--- src/rvs_pkg.sv ---
// package for the rail3/rail4 voltage and sleep control register bank
// assumes a single clock domain; serial pins are synchronised inside the bank
package rvs_pkg;

  localparam logic [7:0] RVS_OFF_DECAY  = 8'h22;
  localparam logic [7:0] RVS_OFF_R3NORM = 8'h23;
  localparam logic [7:0] RVS_OFF_R3SLP  = 8'h24;
  localparam logic [7:0] RVS_OFF_R4CTL  = 8'h25;

  // serial bus target address, value arbitrary
  localparam logic [6:0] RVS_DEV_ADDR   = 7'h2a;

  localparam logic [6:0] RVS_R3_NORM_RST  = 7'h00;
  localparam logic [6:0] RVS_R3_SLP_RST   = 7'h00;
  localparam logic       RVS_R3_SLPEN_RST = 1'b0;
  localparam logic       RVS_DECAY_RST    = 1'b0;
  localparam logic [5:0] RVS_R4_RST       = 6'h0c;

  localparam int RVS_R4_RUN_BIT  = 0;
  localparam int RVS_R4_MODE_BIT = 1;
  localparam int RVS_R4_SLP_LSB  = 4;

  localparam int RVS_PIN_SCL = 0;
  localparam int RVS_PIN_SDA = 1;
  localparam int RVS_PIN_A   = 2;
  localparam int RVS_PIN_B   = 3;
  localparam logic [3:0] RVS_PIN_RST = 4'h3;

  // bit counter value armed by a START; the host's own SCL fall after START wraps it to zero
  localparam logic [3:0] RVS_CNT_ARM  = 4'hf;
  localparam logic [3:0] RVS_ACK_SLOT = 4'h8;
  localparam logic [3:0] RVS_LAST_BIT = 4'h7;

  typedef enum logic [5:0] {
    RVS_IDLE = 6'h01,
    RVS_ADDR = 6'h02,
    RVS_REG  = 6'h04,
    RVS_WR   = 6'h08,
    RVS_RD   = 6'h10,
    RVS_IGN  = 6'h20
  } rvs_st_t;

  typedef struct packed {
    logic [3:0] sy0;
    logic [3:0] sy1;
    logic [3:0] sy2;
    logic [3:0] stab;
    rvs_st_t    st;
    logic [3:0] cnt;
    logic [7:0] sh;
    logic [7:0] ptr;
    logic [7:0] rd;
    logic       drv;
    logic [7:0] decay;
    logic [6:0] r3norm;
    logic [6:0] r3slp;
    logic       r3en;
    logic [5:0] r4;
    logic [6:0] o_code;
    logic       o_decay;
    logic       o_r4slp;
    logic       o_r4pwm;
    logic       o_r4run;
  } rvs_state_t;

endpackage : rvs_pkg

--- src/rvs_regs.sv ---
// rail3/rail4 voltage, sleep and run control registers behind a two-wire serial target
// assumes SCL/SDA and sleep pins come from outside MCLK; SDA is open drain, resolved outside
//
// Behaviour
// - decay bit picks controlled ramp or free discharge
// - decay bits 7:1 are plain spare storage
// - voltage register bits 7:1 hold normal code
// - sleep register bits 7:1 hold sleep code
// - sleep enable low always selects normal code
// - sleep enable high, pin low selects sleep code
// - sleep pin choice is fixed, not register set
// - rail4 field 00 normal, 11 sleep on low pin
// - rail4 bit 1 selects forced fixed-frequency mode
// - rail4 bit 0 low turns the rail off
`timescale 1ns/1ps
`default_nettype none
module rvs_regs
  import rvs_pkg::*;
#(
  parameter logic R3_USES_PIN_B = 1'b0,
  parameter logic R4_USES_PIN_B = 1'b0
) (
  input  wire logic       MCLK,
  input  wire logic       SYS_RST,
  input  wire logic       CE,
  input  wire logic       SCL,
  input  wire logic       SDA_IN,
  output logic            SDA_OUT,
  output logic            SDA_OE_N,
  input  wire logic       SLEEP_PIN_A,
  input  wire logic       SLEEP_PIN_B,
  output logic [6:0]      RAIL3_CODE,
  output logic            RAIL3_DECAY_SELECT,
  output logic            RAIL4_USE_SLEEP_CODE,
  output logic            RAIL4_FORCED_PWM,
  output logic            RAIL4_RUN
);

  rvs_state_t s;
  rvs_state_t n;
  logic       scl_rise;
  logic       scl_fall;
  logic       start_c;
  logic       stop_c;
  logic       wr_now;
  logic       pin3;
  logic       pin4;

  function automatic logic [7:0] rd_val(input rvs_state_t v, input logic [7:0] a);
    case (a)
      RVS_OFF_DECAY:  rd_val = v.decay;
      RVS_OFF_R3NORM: rd_val = {v.r3norm, 1'b0};
      RVS_OFF_R3SLP:  rd_val = {v.r3slp, v.r3en};
      RVS_OFF_R4CTL:  rd_val = {2'b00, v.r4};
      default:        rd_val = 8'h00;
    endcase
  endfunction : rd_val

  always_comb begin
    n = s;
    // first stage feeds only the second; a change counts once stages two and three agree
    n.sy0 = {SLEEP_PIN_B, SLEEP_PIN_A, SDA_IN, SCL};
    n.sy1 = s.sy0;
    n.sy2 = s.sy1;
    for (int i = 0; i < 4; i++) begin
      if (s.sy1[i] == s.sy2[i]) begin
        n.stab[i] = s.sy2[i];
      end
    end
    scl_rise = !s.stab[RVS_PIN_SCL] && n.stab[RVS_PIN_SCL];
    scl_fall = s.stab[RVS_PIN_SCL] && !n.stab[RVS_PIN_SCL];
    start_c  = s.stab[RVS_PIN_SCL] && n.stab[RVS_PIN_SCL]
               && s.stab[RVS_PIN_SDA] && !n.stab[RVS_PIN_SDA];
    stop_c   = s.stab[RVS_PIN_SCL] && n.stab[RVS_PIN_SCL]
               && !s.stab[RVS_PIN_SDA] && n.stab[RVS_PIN_SDA];
    wr_now   = CE && scl_fall && (s.st == RVS_WR) && (s.cnt == RVS_LAST_BIT);

    if (start_c) begin
      n.st  = RVS_ADDR;
      // the SCL fall that closes the START is not a data bit, so it must not count
      n.cnt = RVS_CNT_ARM;
      n.drv = 1'b0;
    end else if (stop_c) begin
      n.st  = RVS_IDLE;
      n.drv = 1'b0;
    end else if (scl_rise) begin
      if (s.cnt != RVS_ACK_SLOT && (s.st == RVS_ADDR || s.st == RVS_REG || s.st == RVS_WR)) begin
        n.sh = {s.sh[6:0], n.stab[RVS_PIN_SDA]};
      end
      // a not-acknowledge from the host ends a read burst
      if (s.st == RVS_RD && s.cnt == RVS_ACK_SLOT && n.stab[RVS_PIN_SDA]) begin
        n.st = RVS_IGN;
      end
    end else if (scl_fall) begin
      if (s.cnt == RVS_LAST_BIT) begin
        n.cnt = RVS_ACK_SLOT;
        unique case (s.st)
          RVS_ADDR: begin
            if (s.sh[7:1] == RVS_DEV_ADDR) begin
              n.drv = 1'b1;
            end else begin
              n.st = RVS_IGN;
            end
          end
          RVS_REG: n.drv = 1'b1;
          RVS_WR: begin
            n.drv = 1'b1;
            case (s.ptr)
              RVS_OFF_DECAY: n.decay = s.sh;
              RVS_OFF_R3NORM: n.r3norm = s.sh[7:1];
              RVS_OFF_R3SLP: begin
                n.r3slp = s.sh[7:1];
                n.r3en  = s.sh[0];
              end
              RVS_OFF_R4CTL: n.r4 = s.sh[5:0];
              default: n.r4 = s.r4;
            endcase
          end
          RVS_RD:   n.drv = 1'b0;
          RVS_IDLE, RVS_IGN: n.drv = 1'b0;
        endcase
      end else if (s.cnt == RVS_ACK_SLOT) begin
        n.cnt = 4'h0;
        n.drv = 1'b0;
        unique case (s.st)
          RVS_ADDR: begin
            if (s.sh[0]) begin
              n.st  = RVS_RD;
              n.rd  = rd_val(s, s.ptr);
              n.drv = !n.rd[7];
            end else begin
              n.st = RVS_REG;
            end
          end
          RVS_REG: begin
            n.ptr = s.sh;
            n.st  = RVS_WR;
          end
          RVS_WR: n.ptr = s.ptr + 8'h01;
          RVS_RD: begin
            n.ptr = s.ptr + 8'h01;
            n.rd  = rd_val(s, n.ptr);
            n.drv = !n.rd[7];
          end
          RVS_IDLE, RVS_IGN: n.drv = 1'b0;
        endcase
      end else begin
        n.cnt = s.cnt + 4'h1;
        if (s.st == RVS_RD) begin
          n.rd  = {s.rd[6:0], 1'b0};
          n.drv = !s.rd[6];
        end
      end
    end

    // the pin choice is a build-time strap so software can never move it
    pin3 = R3_USES_PIN_B ? n.stab[RVS_PIN_B] : n.stab[RVS_PIN_A];
    pin4 = R4_USES_PIN_B ? n.stab[RVS_PIN_B] : n.stab[RVS_PIN_A];
    n.o_code  = (n.r3en && !pin3) ? n.r3slp : n.r3norm;
    n.o_decay = n.decay[0];
    // reserved codes 01 and 10 are treated as disabled
    n.o_r4slp = (n.r4[RVS_R4_SLP_LSB +: 2] == 2'b11) && !pin4;
    n.o_r4pwm = n.r4[RVS_R4_MODE_BIT];
    n.o_r4run = n.r4[RVS_R4_RUN_BIT];
  end

  always_ff @(posedge MCLK or posedge SYS_RST) begin
    if (SYS_RST) begin
      s        <= '0;
      s.sy0    <= RVS_PIN_RST;
      s.sy1    <= RVS_PIN_RST;
      s.sy2    <= RVS_PIN_RST;
      s.stab   <= RVS_PIN_RST;
      s.st     <= RVS_IDLE;
      s.decay  <= {RVS_R3_NORM_RST, RVS_DECAY_RST};
      s.r3norm <= RVS_R3_NORM_RST;
      s.r3slp  <= RVS_R3_SLP_RST;
      s.r3en   <= RVS_R3_SLPEN_RST;
      s.r4     <= RVS_R4_RST;
      s.o_code <= RVS_R3_NORM_RST;
      s.o_decay <= RVS_DECAY_RST;
      s.o_r4pwm <= RVS_R4_RST[RVS_R4_MODE_BIT];
      s.o_r4run <= RVS_R4_RST[RVS_R4_RUN_BIT];
    end else if (CE) begin
      s <= n;
    end
  end

  assign SDA_OUT              = 1'b0;
  assign SDA_OE_N             = !s.drv;
  assign RAIL3_CODE           = s.o_code;
  assign RAIL3_DECAY_SELECT   = s.o_decay;
  assign RAIL4_USE_SLEEP_CODE = s.o_r4slp;
  assign RAIL4_FORCED_PWM     = s.o_r4pwm;
  assign RAIL4_RUN            = s.o_r4run;

  logic sel3_q;
  assign sel3_q = R3_USES_PIN_B ? s.stab[RVS_PIN_B] : s.stab[RVS_PIN_A];
endmodule : rvs_regs
`default_nettype wire

--- config.mk ---
export PLATFORM = sky130hd
export DESIGN_NAME = rvs_regs
export DESIGN_NICKNAME = d
export VERILOG_FILES = /design/src/rvs_pkg.sv /design/src/rvs_regs.sv
export SDC_FILE = /design/constraint.sdc
export NUM_CORES = 1
export LEC_CHECK = 0
export ABC_AREA = 1
export CAP_MARGIN = 5
export CORE_MARGIN = 2
export CORE_UTILIZATION = 50
export DETAILED_ROUTE_END_ITERATION = 16
export DONT_BUFFER_PORTS = 1
export HOLD_SLACK_MARGIN = 0.05
export PLACE_DENSITY = 0.7
export SLEW_MARGIN = 20
export SYNTH_ARGS = -nofsm -noshare
export SYNTH_HDL_FRONTEND = slang
export SYNTH_SLANG_ARGS = --single-unit
--- constraint.sdc ---
create_clock -name MCLK -period 2.5 [get_ports MCLK]
set_input_delay 0.25 -clock MCLK [delete_from_list [all_inputs] [get_ports MCLK]]
set_output_delay 0.25 -clock MCLK [all_outputs]
set_load 0.01 [all_outputs]
==> reports/metrics.yaml, run 1 <==
synth_seq_cells: 83
drive_gt1_frac: 0.1485
cpPeakStageDelay_ns: 0.45
critPathMaxFanout: 9
slew_violations: 0
p_leak_nw: 2.744
place_hpwl_um: 9818
syn-num-nets: 715
netlist_area_um2: 5124
finClkSkew_ns: 0.01517
synthArstFlopShare: 1.000
grt_usage: 0.2530
grt_start_max_net_pins: 46
run_status: "complete, no violations"
h-tree-depth: 3
grt-ovfl-total: 0
start_kind: "flip-flop"
cts_tree: "done"
antenna_found_initial: 0
initialDrtViolationCount: 327
path_delay_family: "simple AND/OR/NAND/NOR gates"
clkTransAtPathRegs_ns: 0.10
crit_path_end_kind: "flip-flop"
gp_congestion: 0.9291
rows: 36
vias: 4672
drtAntennaViolNets: 0
coreArea_um2: 9864
drv_cap: 0
vdd_ir_drop_max_uv: 377.4
crit_chain: "inv_1 -> ha_1 -> inv_1 -> nor2_1 -> nand2_2 -> nand4_1 -> nand3_1 -> a21oi_1 -> nor2_1 -> nand2_1 -> nand2_1 -> nand2_1"
setup_violations: 0
cp_slowest_cell: "dfrtp_1"
worst_pin_slew_ns: 0.7025
hold_viol_final: 0
cp.arrival_ns: 2.68
die_x_um: 105.2
hold_path_depth: 3
powerDensity_nw_per_um2: 705.3
insertion_delay_ns: 0.38
critPathKind: "flip-flop to flip-flop"
synth_edf_count: 0
nFillCells: 904
crit_required_ns: 2.81
yosysWarningCount: 0
syn_inst: 698
clk_path_buf_depth: 2
timing.rr.end: "s[43]"
synth_top_area_share: 0.3516
io_buffers: 0
rrSetupSlack_ns: 0.13
finalWirelength_um: 13420
yosys-top-cells-area: "dfrtp_1 35%, nand2_1 15%, o21ai_0 6.3%, nand3_1 6.2%, dfstp_2 5.6%"
numCtsBuffers: 9
syn_avg_cell_area_um2: 7.340
yosysUniqueCellTypes: 44
nets: 726
drtPass1Iterations: 5
r2r-start: "s[49]"
die_y_um: 105.2
wl_per_cell_um: 15.85
total_power_w: 0.003955
diodes: 0
grt_first_pass_wirelength_um: 22270
min_from: "CE"
vias_per_cell: 5.516
synth_top_cell_by_area: "dfrtp_1"
ios: 20
slew_headroom: 0.5311
grt_pass1_vias: 4517
utilization: 0.5685
root_buffer: "clkbuf_8"
die_area_um2: 11070
initial_core_util: 0.5194
final_cell_mix: "192 x nand2_1, 72 x dfrtp_1, 66 x inv_1"
final_common_cell: "nand2_1"
rr_worst_depth: 12
min_period_over_period: 0.9496
clkSinkCount: 83
fin_crit_ns: 2.374
drcViolationCount: 0
hold_class: "primary input to flip-flop"
ys.flop_type: "dfrtp_1"
area_delta_synth_final_pct: 9.451
yosysSeqAreaShare: 0.4081
crit_top_cell: "nand2_1"
path_buf_inv: 2
max_freq_mhz: 421.2
min_to: "s[79]"
[cell type report]
type	count	area, um2	share of cell area
clock buffer	9	123.9	0.02209
clock inverter	7	58.81	0.01049
inverter	78	294.0	0.05243
multi-input combinational	510	2631	0.4692
sequential	83	2091	0.3728
tap	133	166.4	0.02967
timing repair buffer	27	242.7	0.04328
[routing by layer]
metal / global-route usage / vias up / share of wire
met3: 0.03092 / 31 / 0.047
met1: 0.3470 / 2190 / 0.46
met5: 0 / - / 0
met2: 0.3986 / 153 / 0.46
met4: 0.1200 / 0 / 0.031
li1: - / 2298 / -
[registers in the layout, indices dropped and copies added (netlist names)]
name                  flops
RAIL4_USE_SLEEP_CODE      1
RAIL3_CODE                7
s                        69
n                         6
[synthesized netlist by cell type, types with 7 or more instances]
cell and number:
clkbuf_1 7, buf_4 11, inv_2 9, o211ai_1 9
nand2_1 198, nor2_1 55, nand4_1 13, inv_1 69
dfstp_2 11, dfrtp_1 72, nand3_1 63, ha_1 10
o21ai_1 26, o21ai_0 64, a21oi_1 15
[kinds of logic after synthesis]
group                      count (synthesis)  synth area share
other                                      1         0.0007319
xor gates and xnor gates                   1          0.001710
AOI/OAI and AO/OA                        131            0.1443
adders and majority gates                 10           0.02442
DFF                                       83            0.4081
buffers and inverters                    106           0.09304
and+or+nand+nor                          366            0.3277
[how the worst max path moves through the flow]
| stage | startpoint | end | slack, ns | depth (start not counted) |
|---|---|---|---|---|
| final | s[49] | s[43] | 0.13 | 12 |
| after global placement | s[75] | RAIL3_CODE[3] | 0.10 | 14 |
| after CTS | s[75] | RAIL3_CODE[2] | 0.002 | 15 |
| after global routing | s[75] | RAIL3_CODE[1] | -0.02 | 15 |
| after floorplan | SYS_RST | RAIL3_CODE[0] | 0.13 | 1 |
| after detailed placement | s[75] | s[70] | 0.05 | 14 |
[metrics by stage]
step                cells  hold WS [ns]  setup TNS [ns]  cell area [um2]  setup slack, ns
global route          847        0.1108        -0.03941             5608         -0.02117
floorplan             698        0.3446               0             5124           0.1314
CTS                   842       0.06657               0             5495         0.001868
global placement      818        0.2530               0             5233           0.1049
detailed placement    818        0.2640               0             5233          0.05225
finish                847       0.08408               0             5608           0.1260
[tightest hold or removal path: stages]
cell and delay (ns):
inv_2 0.07, nand2_1 0.07, o21ai_0 0.07
[what timing repair did]
| item | CTS | global route |
|---|---|---|
| endpoints found under the hold margin | 53 | 0 |
| hold buffers | 8 | 0 |
| setup endpoints to repair | 0 | 37 |
| setup buffers | 0 | 4 |
| gates resized for setup | 0 | 26 |
[power by group]
group	switching, W	internal (W)
Sequential	0.000225	0.00154
Clock	0.000558	0.000378
Combinational	0.000842	0.000412
Total	0.00163	0.00233
Power figures use the tool's default switching activity.
==> run 2: changes to the inputs <==
CORE_ASPECT_RATIO = 0.8   (was unset)
==> run 2 against run 1 <==
Global-route usage increased by 1.1 points. Sequential power is essentially flat. Via count increased by 1.5%. Worst setup slack got worse by 0.0028 ns. Count of clock-buffer cells in the layout grew 4. Critical path depth unchanged. First-iteration DRC count did not move. Clock power rose by 61%. Power up 15%. Register-to-register slack hardly changed. Largest cell class unchanged.
==> reports/metrics.yaml, run 2 (synthesis results as in run 1) <==
run_status: "complete, no violations"
die_y_um: 94.54  # -10%
final_cell_mix: "197 x nand2_1, 72 x dfrtp_1, 66 x inv_1"
io_buffers: 0  # unchanged
clkTransAtPathRegs_ns: 0.06  # -0.04 ns
crit_required_ns: 2.73  # -0.08 ns
grt-ovfl-total: 0  # unchanged
setup_violations: 0  # unchanged
cts_tree: "done"
clk_path_buf_depth: 2  # unchanged
max_freq_mhz: 420.7  # -0.12%
p_int_w: 0.002944  # +26%
p_sw_w: 0.001603  # -1.3%
area_delta_synth_final_pct: 13.72
wl_per_cell_um: 16.03  # +1.2%
critPathKind: "flip-flop to flip-flop"
drive_gt1_frac: 0.1528  # +0.004318
dpl.cell_count: 832  # +1.7%
timing.rr.end: "s[47]"
place_hpwl_um: 10130  # +3.1%
antenna_found_initial: 0  # unchanged
diodes: 0  # unchanged
gp_congestion: 0.9119  # -1.9%
utilization: 0.5760  # +0.007512
hold_path_depth: 2  # -1
grt_first_pass_wirelength_um: 22430  # +0.71%
largest_reg_flops: 69  # unchanged
critPathMaxFanout: 7  # -2
die_area_um2: 11080  # about the same
crit_start: "s[75]"
grt_usage: 0.2645  # +0.01149
r2r-start: "s[75]"
grt_pass1_vias: 4562  # +1.0%
regMostFlops: "s"
worst_pin_slew_ns: 0.6580  # -0.04451 ns
root_buffer: "clkbuf_16"
min_to: "RAIL3_CODE[2]"
min_from: "CE"
cpPeakStageDelay_ns: 0.58  # +0.13 ns
p_comb_frac: 0.279  # -0.038
powerDensity_nw_per_um2: 780.4  # +11%
final_common_cell: "nand2_1"
p_seq_frac: 0.388  # -0.058
postPlaceCellArea_um2: 5306  # +1.4%
rows: 33  # -8.3%
fin_crit_ns: 2.377  # +0.002768 ns
vias: 4741  # +1.5%
hold_class: "primary input to flip-flop"
die_x_um: 117.2  # +11%
vias_per_cell: 5.513  # about the same
nets: 732  # +0.83%
insertion_delay_ns: 0.34  # -0.04 ns
design_area_um2: 5827  # +3.9%
drcViolationCount: 0  # unchanged
numCtsBuffers: 9  # unchanged
rsz0062_at_grt: "yes"
instances_no_fill: 860  # +1.5%
p_clk_frac: 0.333  # +0.096
rrSetupSlack_ns: 0.12  # about the same
clkSinkCount: 83  # unchanged
crit_chain: "inv_2 -> a21oi_2 -> ha_2 -> nand4_2 -> nand2_4 -> inv_2 -> nand3_1 -> o31ai_1 -> nor2_2 -> clkinvlp_4 -> nand2_1 -> nand2_1"
initial_core_util: 0.5065  # -0.01291
switching_share: 0.3526  # -0.05825
coreArea_um2: 10120  # +2.5%
cp_slowest_cell: "dfstp_2"
nFillCells: 975  # +7.9%
h-tree-depth: 3  # unchanged
drtAntennaViolNets: 0  # unchanged
hold_viol_final: 0  # unchanged
p_leak_nw: 2.856  # +4.1%
slew_headroom: 0.5599  # +0.02877
vdd_ir_drop_max_uv: 536.2  # +42%
finalWirelength_um: 13790  # +2.7%
rr_worst_depth: 12  # unchanged
initialDrtViolationCount: 327  # unchanged
slew_violations: 0  # unchanged
start_kind: "flip-flop"
min_period_over_period: 0.9507  # +0.001107
cp.arrival_ns: 2.61  # -0.07 ns
grt_start_max_net_pins: 49  # +6.5%
ios: 20  # unchanged
finClkSkew_ns: 0.007171  # -0.007996 ns
drv_cap: 0  # unchanged
drtPass1Iterations: 7  # +2
crit_path_end_kind: "flip-flop"
[run 2: cell types whose count changed in the layout (fill, tap and decap cells not counted), sizes merged]
cell,before,now
buf,19,27
clkbuf,9,13
inv,81,77
dlygate4sd3,8,5
bufinv,0,2
clkinv,3,1
a21oi,18,17
clkinvlp,1,2
nand2,205,206
[run 2: worst max-delay path, delay by kind of cell, from the launching register on]
| family | cells | cell delay (ns) |
|---|---|---|
| buf+inv | 3 | 0.34 |
| fa+ha+maj | 1 | 0.22 |
| simple gates | 6 | 0.84 |
| compound gates | 2 | 0.28 |
| flops | 1 | 0.58 |
[run 2: area by class of cell]
cell class,count,area [um2],share of cell area
multi-input cells,510,2605,0.4471
clock buffers,13,280.3,0.04810
inverters,78,294.0,0.05046
repair buffers,32,306.5,0.05261
flip-flops and latches,83,2091,0.3588
well taps,140,175.2,0.03006
repair inverters,1,7.507,0.001288
clock inverters,3,67.56,0.01160
[run 2: what timing repair did]
action,4_1_cts,5_1_grt
setup endpoints to repair,1,48
pin swaps,0,7
setup buffers,0,5
resized for setup,1,19
endpoints found under the hold margin,34,0
hold buffers,5,0
cloned,0,2
[run 2: per-layer routing]
layer	wire length [um]	vias to the layer above	GRT usage
li1	-	2312	-
met1	6328	2269	0.3608
met2	6537	144	0.4291
met3	802	16	0.05712
met4	121	0	0.06569
met5	0	-	0
[run 2: worst max path at each step]
stage / endpoint
6_report: s[47]
5_1_grt: s[41]
4_1_cts: RAIL3_CODE[3]
3_5_place_dp: s[70]
3_3_place_gp: RAIL3_CODE[5]
2_1_floorplan: RAIL3_CODE[0]
[run 2: through the flow]
step	hold slack, ns	power (W)	worst slack [ns]	setup TNS [ns]
after floorplan	0.3446	0.002669	0.1314	0
after global placement	0.2107	0.002936	0.06590	0
after detailed placement	0.2144	0.002991	-0.0003153	-0.0003153
after CTS	0.05007	0.004532	0.006616	0
after global routing	0.06302	0.004818	-0.06312	-0.2647
final	0.05220	0.004547	0.1233	0
[run 2: power by group through the flow]
stage	registers [W]	clock network (W)	logic [W]
after floorplan	0.00170	0	0.000968
after global placement	0.00177	0	0.00117
after detailed placement	0.00178	0	0.00121
after CTS	0.00176	0.00154	0.00123
after global routing	0.00179	0.00159	0.00144
final	0.00176	0.00151	0.00127
==> run 3: changes to the inputs <==
PLACE_DENSITY = 0.68   (was 0.7)
SLEW_MARGIN = unset   (was 20)
==> run 3 against run 2 <==
Utilization decreased by 1.4 points. Critical endpoint is now RAIL3_CODE[4]. Clock skew about the same. Global-route usage is 0.072 points lower. Largest power group unchanged. Worst setup slack improved by 0.024 ns. Cell count shrank 0.81%.
==> reports/metrics.yaml, run 3 (synthesis results as in run 1) <==
run_status: "complete, no violations"
p_leak_nw: 2.795  # -2.1%
hold_viol_final: 0  # unchanged
slew_headroom: 0.5969  # +0.03707
drv_cap: 0  # unchanged
drtAntennaViolNets: 0  # unchanged
rows: 33  # unchanged
die_x_um: 117.2  # unchanged
critPathMaxFanout: 9  # +2
dpl.cell_count: 829  # -0.36%
grt_usage: 0.2638  # -0.0007168
nFillCells: 977  # +0.21%
setup_violations: 0  # unchanged
grt_start_max_net_pins: 49  # unchanged
area_delta_synth_final_pct: 11.04
instances_no_fill: 853  # -0.81%
final_cell_mix: "197 x nand2_1, 72 x dfrtp_1, 68 x inv_1"
worst_pin_slew_ns: 0.6039  # -0.05414 ns
finClkSkew_ns: 0.007532  # +0.0003610 ns
final_common_cell: "nand2_1"
vdd_ir_drop_max_uv: 296.2  # -45%
drcViolationCount: 0  # unchanged
min_from: "CE"
clk_path_buf_depth: 2  # unchanged
die_y_um: 94.54  # unchanged
ios: 20  # unchanged
grt_pass1_vias: 4428  # -2.9%
powerDensity_nw_per_um2: 745.6  # -4.5%
crit_required_ns: 2.78  # +0.05 ns
wl_per_cell_um: 16.06  # +0.13%
drive_gt1_frac: 0.1346  # -0.01814
root_buffer: "clkbuf_16"
antenna_found_initial: 0  # unchanged
crit_chain: "inv_1 -> a21oi_4 -> ha_2 -> inv_1 -> nor2_1 -> nand2_2 -> nand2_4 -> nor2_4 -> nand4_4 -> nor2_1 -> a21oi_4 -> buf_12 -> nand2_4 -> nand2_1 -> nand3_1 -> nand2_1"
diodes: 0  # unchanged
finalWirelength_um: 13700  # -0.68%
ff_latch_area_um2: 2091  # unchanged
cpPeakStageDelay_ns: 0.56  # -0.02 ns
gp_congestion: 0.9028  # -1.0%
die_area_um2: 11080  # unchanged
clkTransAtPathRegs_ns: 0.06  # about the same
initial_core_util: 0.5065  # unchanged
clkSinkCount: 83  # unchanged
nets: 725  # -0.96%
critPathKind: "flip-flop to flip-flop"
regMostFlops: "s"
crit_start: "s[75]"
slew_violations: 0  # unchanged
vias_per_cell: 5.515  # about the same
coreArea_um2: 10120  # unchanged
grt_first_pass_wirelength_um: 22340  # -0.43%
min_period_over_period: 0.9410  # -0.009698
place_hpwl_um: 10010  # -1.2%
drtPass1Iterations: 5  # -2
numCtsBuffers: 9  # unchanged
cp_slowest_cell: "dfstp_2"
holdWs_ns: 0.04959  # -0.002614 ns
start_kind: "flip-flop"
io_buffers: 0  # unchanged
path_buf_inv: 3  # unchanged
path_delay_family: "simple AND/OR/NAND/NOR gates"
grt-ovfl-total: 0  # unchanged
hold_class: "primary input to flip-flop"
h-tree-depth: 3  # unchanged
cts_tree: "done"
insertion_delay_ns: 0.34  # about the same
crit_path_end_kind: "flip-flop"
vias: 4704  # -0.78%
r2r-start: "s[75]"
largest_reg_flops: 69  # unchanged
initialDrtViolationCount: 292  # -11%
cp.arrival_ns: 2.63  # +0.02 ns
multi_input_area_um2: 2604  # about the same
fin_crit_ns: 2.353  # -0.02424 ns
rsz0062_at_grt: "yes"
max_freq_mhz: 425.1  # +1.0%
-- run 3: power breakdown --
part | internal (W) | leakage (nW) | switching (W)
registers | 0.00154 | 1.04 | 0.000215
clock network | 0.000698 | 0.133 | 0.000524
logic | 0.000407 | 1.62 | 0.000855
-- run 3: per-stage QoR --
| step | power [W] | utilization | cell area (um2) | setup WS, ns | TNS (ns) |
|---|---|---|---|---|---|
| final | 0.004242 | 0.5624 | 5689 | 0.1475 | 0 |
| after global routing | 0.004510 | 0.5624 | 5689 | -0.06829 | -0.3681 |
| after CTS | 0.004216 | 0.5545 | 5609 | 0.005689 | 0 |
| after detailed placement | 0.002977 | 0.5223 | 5284 | 0.01840 | 0 |
| after global placement | 0.002934 | 0.5223 | 5284 | 0.08299 | 0 |
| after floorplan | 0.002669 | - | 5124 | 0.1314 | 0 |
-- run 3: timing repair --
action / in CTS / in global routing
pin swaps: 0 / 5
cloned: 0 / 1
resized for setup: 1 / 13
endpoints found under the setup margin: 1 / 42
buffers inserted: 0 / 2
hold buffers: 5 / 0
endpoints found under the hold margin: 38 / 0
-- run 3: area by class of cell --
type / count / area share
tap: 140 / 0.03079
inverter: 78 / 0.05168
timing repair buffer: 26 / 0.04442
clock inverter: 4 / 0.004618
sequential: 83 / 0.3675
multi-input combinational: 510 / 0.4577
clock buffer: 12 / 0.04333
-- run 3: path summary, 6_finish.rpt --
kind                                  to  slack, ns  depth (start not counted)
min in group asynchronous          s[60]       0.42                          2
hold / removal             RAIL3_CODE[0]       0.05                          2
max in group asynchronous          s[69]       1.32                          3
setup / recovery           RAIL3_CODE[4]       0.15                         16
setup reg to reg           RAIL3_CODE[4]       0.15                         16
hold reg to reg                    n[84]       0.46                          2
-- run 3: per-layer routing --
metal	GRT usage	share of wire	vias up
met5	0	0	-
li1	-	-	2306
met3	0.04429	0.035	15
met4	0.06961	0.014	0
met2	0.4330	0.48	106
met1	0.3618	0.47	2277
-- run 3: worst reg2reg max path, stage by stage, from the launching register on --
cell and delay [ns]:
dfstp_2 0.56, inv_1 0.10, a21oi_4 0.19, ha_2 0.22
inv_1 0.05, nor2_1 0.10, nand2_2 0.12, nand2_4 0.14
nor2_4 0.07, nand4_4 0.09, nor2_1 0.08, a21oi_4 0.15
buf_12 0.14, nand2_4 0.08, nand2_1 0.08, nand3_1 0.06
nand2_1 0.06
